--- config.mk ---
export PLATFORM = sky130hd
export DESIGN_NAME = scd_top
export DESIGN_NICKNAME = d
export VERILOG_FILES = /design/src/logic/scd_pkg.sv /design/src/logic/scd_top.sv /design/src/logic/scd_bus_edges.sv
export VERILOG_INCLUDE_DIRS = /design/src /design/src/logic
export SDC_FILE = /design/constraint.sdc
export NUM_CORES = 1
export LEC_CHECK = 0
export ABC_AREA = 1
export BUFFER_PORTS_ARGS = -buffer_cell sky130_fd_sc_hd__buf_2
export CAP_MARGIN = 20
export CORE_UTILIZATION = 30
export DETAILED_ROUTE_END_ITERATION = 12
export GPL_TIMING_DRIVEN = 0
export PLACE_DENSITY = 0.52
export SYNTH_ARGS = -nofsm -noshare
export SYNTH_HDL_FRONTEND = slang
export SYNTH_SLANG_ARGS = --single-unit
--- constraint.sdc ---
create_clock -name CLK -period 6.4 [get_ports CLK]
set_clock_uncertainty 0.05 [all_clocks]
set_input_delay 1.28 -clock CLK [delete_from_list [all_inputs] [get_ports CLK]]
set_output_delay 1.28 -clock CLK [all_outputs]
set_load 0.01 [all_outputs]
--- src/logic/scd_defines.svh ---
// Constants for the serial command decoder: address, command fields and encodings.
`ifndef SCD_DEFINES_SVH
`define SCD_DEFINES_SVH

// Fixed upper five bits of the 7-bit bus address.
`define SCD_ADDR_PREFIX   5'h10

// Command byte field positions.
`define SCD_C_POWER       7
`define SCD_C_FUNC_HI     6
`define SCD_C_FUNC_LO     3
`define SCD_C_REG_HI      2
`define SCD_C_REG_LO      0

// Select plus function codes, command bits 6 down to 3.
`define SCD_FN_STOP       4'h0
`define SCD_FN_PLAY       4'h5
`define SCD_FN_RECORD     4'h2
`define SCD_FN_CUE        4'h7
`define SCD_FN_DREAD      4'hC
`define SCD_FN_DWRITE     4'h9
`define SCD_FN_ERASE      4'hA

// Register-load codes, command bits 2 down to 0.
`define SCD_RG_NONE       3'h0
`define SCD_RG_ADDR       3'h1
`define SCD_RG_CONFIG_REG_0       3'h2
`define SCD_RG_CONFIG_REG_1       3'h3
`define SCD_RG_CONFIG_REG_2       3'h5

// Reset values, read-back constants and bit counts.
`define SCD_CMD_RST       8'h00
`define SCD_BLOCK_MASK    8'hE0
`define SCD_IDLE_BYTE     8'hFF
`define SCD_BITS_PER_BYTE 4'h8
`define SCD_LAST_TX_BIT   4'h7

`endif

--- src/logic/scd_pkg.sv ---
// Types shared by the serial command decoder modules.
package scd_pkg;

	typedef enum logic [2:0] {
		SCD_S_IDLE  = 3'h0,
		SCD_S_RX    = 3'h1,
		SCD_S_ACK   = 3'h2,
		SCD_S_HOLD  = 3'h3,
		SCD_S_TX    = 3'h4,
		SCD_S_TXACK = 3'h5
	} scd_state_t;

	typedef enum logic [2:0] {
		SCD_OP_STOP   = 3'h0,
		SCD_OP_PLAY   = 3'h1,
		SCD_OP_RECORD = 3'h2,
		SCD_OP_CUE    = 3'h3,
		SCD_OP_DREAD  = 3'h4,
		SCD_OP_DWRITE = 3'h5,
		SCD_OP_ERASE  = 3'h6,
		SCD_OP_NOP    = 3'h7
	} scd_op_t;

	typedef enum logic [1:0] {
		SCD_REG_ADDR = 2'h0,
		SCD_REG_CONFIG_REG_0 = 2'h1,
		SCD_REG_CONFIG_REG_1 = 2'h2,
		SCD_REG_CONFIG_REG_2 = 2'h3
	} scd_reg_t;

	typedef struct packed {
		logic scl_rise;
		logic scl_fall;
		logic start;
		logic stop;
		logic sda;
	} scd_edge_t;

	typedef struct packed {
		logic scl;
		logic sda;
	} scd_line_t;

	typedef struct packed {
		scd_state_t  st;
		logic [3:0]  cnt;
		logic [7:0]  shift;
		logic        is_addr;
		logic        tx_next;
		logic        status;
		logic [1:0]  sidx;
		logic [1:0]  stage;
		logic [7:0]  cmd;
		logic [7:0]  hi;
		logic        sda_low;
		logic        scl_low;
		logic        cmd_stb;
		scd_op_t     op;
		logic        pwr;
		logic        reg_wr;
		scd_reg_t    reg_sel;
		logic [15:0] reg_data;
		logic        wr_stb;
		logic [7:0]  wr_data;
		logic        rd_req;
	} scd_regs_t;

endpackage

--- src/logic/scd_top.sv ---
// Two-wire control port with command byte decoder, register loads and status read.
//
// Function
// - Write address, command and two address bytes, then repeated start and read data.
// - Read bytes continue while the master acknowledges; a not-acknowledge ends sending.
// - Bus address is 10000 followed by the high then low select pin levels.
// - Last bit of the first byte is direction; zero writes, one reads.
// - Command byte is the first byte after a write address byte.
// - Bit 7 power, bit 6 select, bits 5..3 function, bits 2..0 load code.
// - Select bit chooses analog path or digital storage, decoded with function bits.
// - Codes 0,5,2,7,C,9,A give stop, play, record, cue, read, write, erase.
// - The nine other select and function codes are no-operations.
// - Load codes 1,2,3,5 load address, config 0, 1, 2; others do nothing.
// - A load may accompany any operation, including stop for configuration only.
// - Two bytes after the command fill the selected register, high byte first.
// - Device holds the clock line low until it is ready for more.
// - Write address then read without command returns status, address high, address low with bits 4..0 cleared.
`timescale 1ns/1ps
`include "scd_defines.svh"
module scd_top
	import scd_pkg::*;
#(
	parameter logic [2:0] DEVICE_ID = 3'h5  // Arbitrary value.
)
(
	// Clock and reset.
	input  wire logic        CLK,
	input  wire logic        SYS_RST,
	// Bus pins, open drain.
	input  wire logic        SCL_I,
	output logic             SCL_O,
	output logic             SCL_OE_N,
	input  wire logic        SDA_I,
	output logic             SDA_O,
	output logic             SDA_OE_N,
	// Address select straps.
	input  wire logic        ADDR_SELECT_HI_PIN,
	input  wire logic        ADDR_SELECT_LO_PIN,
	// Device core state.
	input  wire logic        DEV_READY,
	input  wire logic [4:0]  DEV_STATUS,
	input  wire logic [15:0] CUR_ADDR,
	// Decoded commands.
	output logic             CMD_STB,
	output scd_op_t          CMD_OP,
	output logic             POWER_UP,
	// Register loads.
	output logic             REG_WR,
	output scd_reg_t         REG_SEL,
	output logic [15:0]      REG_DATA,
	// Digital data stream.
	output logic             WR_STB,
	output logic [7:0]       WR_DATA,
	output logic             RD_REQ,
	input  wire logic [7:0]  RD_DATA
);

	scd_edge_t e;
	scd_regs_t q;
	scd_regs_t d;
	logic      hit;
	logic [7:0] txb;

	scd_bus_edges u_edges (
		.clk     (CLK),
		.sys_rst (SYS_RST),
		.scl_i   (SCL_I),
		.sda_i   (SDA_I),
		.edge_o  (e)
	);

	// Select and function bits map to one operation; unused codes fall to no-op.
	function automatic scd_op_t decode_op(input logic [3:0] fn);
		case (fn)
			`SCD_FN_STOP:   decode_op = SCD_OP_STOP;
			`SCD_FN_PLAY:   decode_op = SCD_OP_PLAY;
			`SCD_FN_RECORD: decode_op = SCD_OP_RECORD;
			`SCD_FN_CUE:    decode_op = SCD_OP_CUE;
			`SCD_FN_DREAD:  decode_op = SCD_OP_DREAD;
			`SCD_FN_DWRITE: decode_op = SCD_OP_DWRITE;
			`SCD_FN_ERASE:  decode_op = SCD_OP_ERASE;
			default:        decode_op = SCD_OP_NOP;
		endcase
	endfunction

	// Load code gives a valid flag and the target register.
	function automatic logic [2:0] decode_reg(input logic [2:0] rg);
		case (rg)
			`SCD_RG_ADDR: decode_reg = {1'b1, SCD_REG_ADDR};
			`SCD_RG_CONFIG_REG_0: decode_reg = {1'b1, SCD_REG_CONFIG_REG_0};
			`SCD_RG_CONFIG_REG_1: decode_reg = {1'b1, SCD_REG_CONFIG_REG_1};
			`SCD_RG_CONFIG_REG_2: decode_reg = {1'b1, SCD_REG_CONFIG_REG_2};
			default:      decode_reg = 3'h0;
		endcase
	endfunction

	// Address compare against the fixed prefix and the two straps.
	assign hit = (q.shift[7:3] == `SCD_ADDR_PREFIX) &&
	             (q.shift[2:1] == {ADDR_SELECT_HI_PIN, ADDR_SELECT_LO_PIN});

	// Byte sequencer; start and stop override whatever the state machine chose.
	always_comb begin
		d = q;
		txb = `SCD_IDLE_BYTE;
		d.cmd_stb = 1'b0;
		d.reg_wr = 1'b0;
		d.wr_stb = 1'b0;
		d.rd_req = 1'b0;
		case (q.st)
			SCD_S_IDLE: begin
				d.st = SCD_S_IDLE;
			end
			SCD_S_RX: begin
				if (e.scl_rise) begin
					d.shift = {q.shift[6:0], e.sda};
					d.cnt = q.cnt + 4'h1;
				end else if (e.scl_fall && q.cnt == `SCD_BITS_PER_BYTE) begin
					d.cnt = 4'h0;
					d.st = SCD_S_ACK;
					d.sda_low = 1'b1;
					d.tx_next = 1'b0;
					if (q.is_addr) begin
						d.is_addr = 1'b0;
						if (!hit) begin
							// Stay off the bus until the next start.
							d.st = SCD_S_IDLE;
							d.sda_low = 1'b0;
						end else if (q.shift[0]) begin
							d.tx_next = 1'b1;
							d.sidx = 2'h0;
						end else begin
							d.status = 1'b1;
							d.stage = 2'h0;
						end
					end else begin
						case (q.stage)
							2'h0: begin
								d.cmd = q.shift;
								d.pwr = q.shift[`SCD_C_POWER];
								d.status = 1'b0;
								d.op = decode_op(q.shift[`SCD_C_FUNC_HI:`SCD_C_FUNC_LO]);
								d.reg_sel = scd_reg_t'(decode_reg(q.shift[`SCD_C_REG_HI:`SCD_C_REG_LO]));
								if (decode_reg(q.shift[`SCD_C_REG_HI:`SCD_C_REG_LO]) != 3'h0) begin
									d.stage = 2'h1;
								end else begin
									d.cmd_stb = 1'b1;
									d.stage = 2'h3;
								end
							end
							2'h1: begin
								d.hi = q.shift;
								d.stage = 2'h2;
							end
							2'h2: begin
								// The operation starts only once its start address is in place.
								d.reg_wr = 1'b1;
								d.reg_data = {q.hi, q.shift};
								d.cmd_stb = 1'b1;
								d.stage = 2'h3;
							end
							default: begin
								if (q.op == SCD_OP_DWRITE) begin
									d.wr_stb = 1'b1;
									d.wr_data = q.shift;
								end
							end
						endcase
					end
				end
			end
			SCD_S_ACK: begin
				if (e.scl_fall) begin
					d.sda_low = 1'b0;
					d.scl_low = 1'b1;
					d.st = SCD_S_HOLD;
				end
			end
			SCD_S_HOLD: begin
				if (DEV_READY) begin
					d.scl_low = 1'b0;
					if (q.tx_next) begin
						if (q.status) begin
							case (q.sidx)
								2'h0:    txb = {DEV_STATUS, DEVICE_ID};
								2'h1:    txb = CUR_ADDR[15:8];
								2'h2:    txb = CUR_ADDR[7:0] & `SCD_BLOCK_MASK;
								default: txb = `SCD_IDLE_BYTE;
							endcase
							if (q.sidx != 2'h3) begin
								d.sidx = q.sidx + 2'h1;
							end
						end else begin
							txb = RD_DATA;
							d.rd_req = 1'b1;
						end
						d.shift = txb;
						d.sda_low = ~txb[7];
						d.st = SCD_S_TX;
					end else begin
						d.st = SCD_S_RX;
					end
				end
			end
			SCD_S_TX: begin
				if (e.scl_fall) begin
					if (q.cnt == `SCD_LAST_TX_BIT) begin
						d.cnt = 4'h0;
						d.sda_low = 1'b0;
						d.st = SCD_S_TXACK;
					end else begin
						d.cnt = q.cnt + 4'h1;
						d.shift = {q.shift[6:0], 1'b1};
						d.sda_low = ~q.shift[6];
					end
				end
			end
			SCD_S_TXACK: begin
				if (e.scl_rise && e.sda) begin
					d.st = SCD_S_IDLE;
				end else if (e.scl_fall) begin
					d.scl_low = 1'b1;
					d.st = SCD_S_HOLD;
				end
			end
			default: begin
				d.st = SCD_S_IDLE;
			end
		endcase
		// A stop ends any transfer and forgets a pending status read.
		if (e.stop) begin
			d.st = SCD_S_IDLE;
			d.sda_low = 1'b0;
			d.scl_low = 1'b0;
			d.status = 1'b0;
		end
		// A start, repeated or not, always restarts address reception.
		if (e.start) begin
			d.st = SCD_S_RX;
			d.is_addr = 1'b1;
			d.cnt = 4'h0;
			d.sda_low = 1'b0;
			d.scl_low = 1'b0;
		end
	end

	// State register.
	always_ff @(posedge CLK or posedge SYS_RST) begin
		if (SYS_RST) begin
			q <= '{st: SCD_S_IDLE, op: SCD_OP_NOP, reg_sel: SCD_REG_ADDR, cmd: `SCD_CMD_RST, default: '0};
		end else begin
			q <= d;
		end
	end

	// Open-drain pins only ever pull low.
	assign SCL_O    = 1'b0;
	assign SDA_O    = 1'b0;
	assign SCL_OE_N = ~q.scl_low;
	assign SDA_OE_N = ~q.sda_low;
	assign CMD_STB  = q.cmd_stb;
	assign CMD_OP   = q.op;
	assign POWER_UP = q.pwr;
	assign REG_WR   = q.reg_wr;
	assign REG_SEL  = q.reg_sel;
	assign REG_DATA = q.reg_data;
	assign WR_STB   = q.wr_stb;
	assign WR_DATA  = q.wr_data;
	assign RD_REQ   = q.rd_req;
endmodule

--- src/logic/scd_bus_edges.sv ---
// Line sampler that turns the two bus wires into edge, start and stop pulses.
`timescale 1ns/1ps
module scd_bus_edges
	import scd_pkg::*;
(
	// Clock and reset.
	input  wire logic      clk,
	input  wire logic      sys_rst,
	// Bus line levels.
	input  wire logic      scl_i,
	input  wire logic      sda_i,
	// Decoded line events.
	output scd_edge_t      edge_o
);

	scd_line_t q;
	scd_line_t d;

	// Previous line levels; idle bus is high, so reset to high avoids a false clock rise.
	always_comb begin
		d.scl = scl_i;
		d.sda = sda_i;
	end

	always_ff @(posedge clk or posedge sys_rst) begin
		if (sys_rst) begin
			q <= '{scl: 1'b1, sda: 1'b1};
		end else begin
			q <= d;
		end
	end

	// Data changes while the clock is high are control conditions, not data.
	always_comb begin
		edge_o.scl_rise = scl_i & ~q.scl;
		edge_o.scl_fall = ~scl_i & q.scl;
		edge_o.start    = scl_i & q.scl & q.sda & ~sda_i;
		edge_o.stop     = scl_i & q.scl & ~q.sda & sda_i;
		edge_o.sda      = sda_i;
	end

endmodule

==> flow_metrics.env <==
export IMPL_outcome="finished, final reports clean"
export IMPL_drc_errors=0
export IMPL_dieArea_mm2=0.0137
export IMPL_syn_to_final_growth_pct=22.1
export IMPL_initial_core_util_pct=31.1
export IMPL_cp_max_fo=6
export IMPL_grt_util_met1_pct=19.1
export IMPL_setup_viol=0
export IMPL_cap_violations=0
export IMPL_arrival_ps=2610
export IMPL_yosysTopAreaCell="dfrtp_1"
export IMPL_pre_cts_ws_ps=3620
export IMPL_cts_max_level=3
export IMPL_critPathCaptureType="flop"
export IMPL_path_clk_slew_ps=60
export IMPL_ys_seq_area_share_pct=43.1
export IMPL_p_leak_nw=2.58
export IMPL_firstDrtPassIters=4
export IMPL_grt_util_all_layers_pct=15.9
export IMPL_synth_cells=515
export IMPL_finalWorstSetupSlack_ps=3970
export IMPL_mostFrequentLayoutCell="nand2_1"
export IMPL_busiest_layer="met2"
export IMPL_relSlewSlack_pct=44.3
export IMPL_hold_end="REG_DATA[11]$_DFFE_PP0P_"
export IMPL_core_area_mm2=0.0127
export IMPL_crit_type="in2reg"
export IMPL_timing_rr_start="q[67]$_DFFE_PP0P_"
export IMPL_rows=41
export IMPL_place_gp_congestion=0.837
export IMPL_syn_cell_area_mm2=0.00396
export IMPL_cts_root_buffer="clkbuf_16"
export IMPL_vias=3519
export IMPL_antenna_found_initial=0
export IMPL_chipHeight_um=117
export IMPL_grt_setup_unrepaired="no"
export IMPL_postCtsSetupBuffers=0
export IMPL_hold_depth=2
export IMPL_ir_drop_v=0.000104
export IMPL_synthArstFlopShare_pct=100
export IMPL_final_cell_mix="nand2_1, buf_2, dfrtp_1"
export IMPL_cp_start_kind="primary input"
export IMPL_avgSynthCellArea_um2=7.69
export IMPL_yosysTopAreaCellShare_pct=39.8
export IMPL_r2r_setup_slack_ps=4530
export IMPL_power_density_mw_per_mm2=255
export IMPL_fin_crit_ps=2430
export IMPL_dp_hpwl_mm=7.45
export IMPL_grt_overflow_total=0
export IMPL_drive_above_1_share_pct=25.6
export IMPL_port_buffers=66
export IMPL_finalCritPeriodShare_pct=38.0
export IMPL_via_per_inst=4.57
export IMPL_yosysUniqueCellTypes=32
export IMPL_use_met3_pct=2.94
export IMPL_ant_nets=0
export IMPL_yosys_warnings=0
export IMPL_hold_class="reg2reg"
export IMPL_cts_made_buffers=9
export IMPL_top_level_ports=74
export IMPL_utilization_pct=38.0
export IMPL_worstRegToRegCells=11
export IMPL_met2_usage_pct=28.0
export IMPL_rr_endpoint="q[55]$_DFFE_PP0P_"
export IMPL_clock_sinks=68
export IMPL_die_width_um=117
export IMPL_diodes=0
export IMPL_post_cts_resized=0
export IMPL_p_total_mw=1.23
export IMPL_grt_pass1_vias=3501
export IMPL_tns_ps=0
export IMPL_slew_viol_final=0
export IMPL_drtIter0Drc=147
export IMPL_cts_hold_buf=0
export IMPL_ys_ff_latch=68
export IMPL_grt_max_degree=69
export IMPL_min_from="q[39]$_DFFE_PP0P_"
export IMPL_ys_flop_type="dfrtp_1"
export IMPL_routedWlPerCell_um=12.9
export IMPL_final_nets=639
export IMPL_finalWirelength_mm=9.92
export IMPL_clk_latency_ps=330
export IMPL_cp_required_ps=6570
export IMPL_max_freq_mhz=411
export IMPL_cts_tree="yes"
export IMPL_synth_edff_count=0
export IMPL_yosys_top_cells_area="dfrtp_1, nand2_1, buf_4"
export IMPL_worst_pin_slew_ps=835
export IMPL_grt_pass1_wl_mm=16.6
export IMPL_clockBufferDepth=2
export IMPL_hold_viol=0
per-stage QoR:
| stage | hold slack [ps] | cell area, um^2 | instances |
|---|---|---|---|
| 2_1_floorplan | 392 | 3970 | 516 |
| 3_3_place_gp | 408 | 4510 | 754 |
| 3_5_place_dp | 409 | 4510 | 754 |
| 4_1_cts | 424 | 4840 | 770 |
| 5_1_grt | 449 | 4840 | 770 |
| 6_report | 426 | 4840 | 770 |
power breakdown:
part	internal (mW)	switching [mW]
Sequential	0.458	0.0247
Clock	0.343	0.191
Combinational	0.0570	0.158
Total	0.859	0.373
state kept, by name, indices dropped and copies added (netlist names):
signal     cells
CMD_STB        1
REG_WR         1
WR_STB         1
q             33
u_edges.q      2
REG_SEL        2
REG_DATA      16
CMD_OP         3
RD_REQ         1
WR_DATA        8
synthesized netlist by cell type, types with 2 or more instances:
cell,number
a21oi_1,13
buf_4,33
buf_6,7
clkbuf_1,3
dfrtp_1,63
dfstp_2,5
ha_1,10
inv_1,50
inv_2,5
nand2_1,160
nand2_2,3
nand2_4,2
nand3_1,23
nand4_1,17
nor2_1,35
nor2_4,2
nor3_1,2
o211ai_1,6
o21ai_0,42
o21ai_1,13
o21ai_2,9
o22ai_1,2
area by class of cell:
| class | instances | area [um^2] |
|---|---|---|
| repair buffers | 66 | 330 |
| plain buffers | 43 | 338 |
| clock inverters | 7 | 98.8 |
| multi-input cells | 349 | 1710 |
| clock buffers | 9 | 225 |
| fillers | 1369 | 7890 |
| inverters | 56 | 214 |
| flip-flops and latches | 68 | 1710 |
| well taps | 172 | 215 |
worst max-delay path by stage:
stage	endpoint	start	slack, ps
after floorplan	CMD_STB$_DFF_PP0_	SYS_RST	3370
after global placement	q[34]$_DFFE_PP0P_	SYS_RST	2450
after detailed placement	q[36]$_DFFE_PP0P_	SCL_I	3620
after CTS	CMD_OP[2]	CMD_OP[2]$_DFFE_PP1P_	3950
after global routing	q[54]$_DFFE_PP0P_	SCL_I	3800
final	q[55]$_DFFE_PP0P_	SCL_I	3970
cells by family after synthesis:
kind of cell    count (synthesis)  share of synthesized area, %
xor+xnor                        1                         0.221
buf+inv                        99                          13.9
simple gates                  248                          26.9
fa+ha+maj                      10                          3.16
other cells                     1                        0.0947
flops                          68                          43.1
compound gates                 88                          12.6
critical path, cell delays in order:
cell	delay [ps]
buf_2	120
inv_1	70
nand2_1	120
nor2_1	240
nand2_2	130
inv_2	150
nand2_1	120
nand2_1	130
nand3_1	110
nand2_1	90
nand2_1	50
layer usage:
layer	vias up	wire length (um)
met5	-	0
met4	0	164
met3	15	351
met2	61	4840
met1	1658	4560
li1	1785	-
No activity file was read; power rests on OpenSTA's default activity.
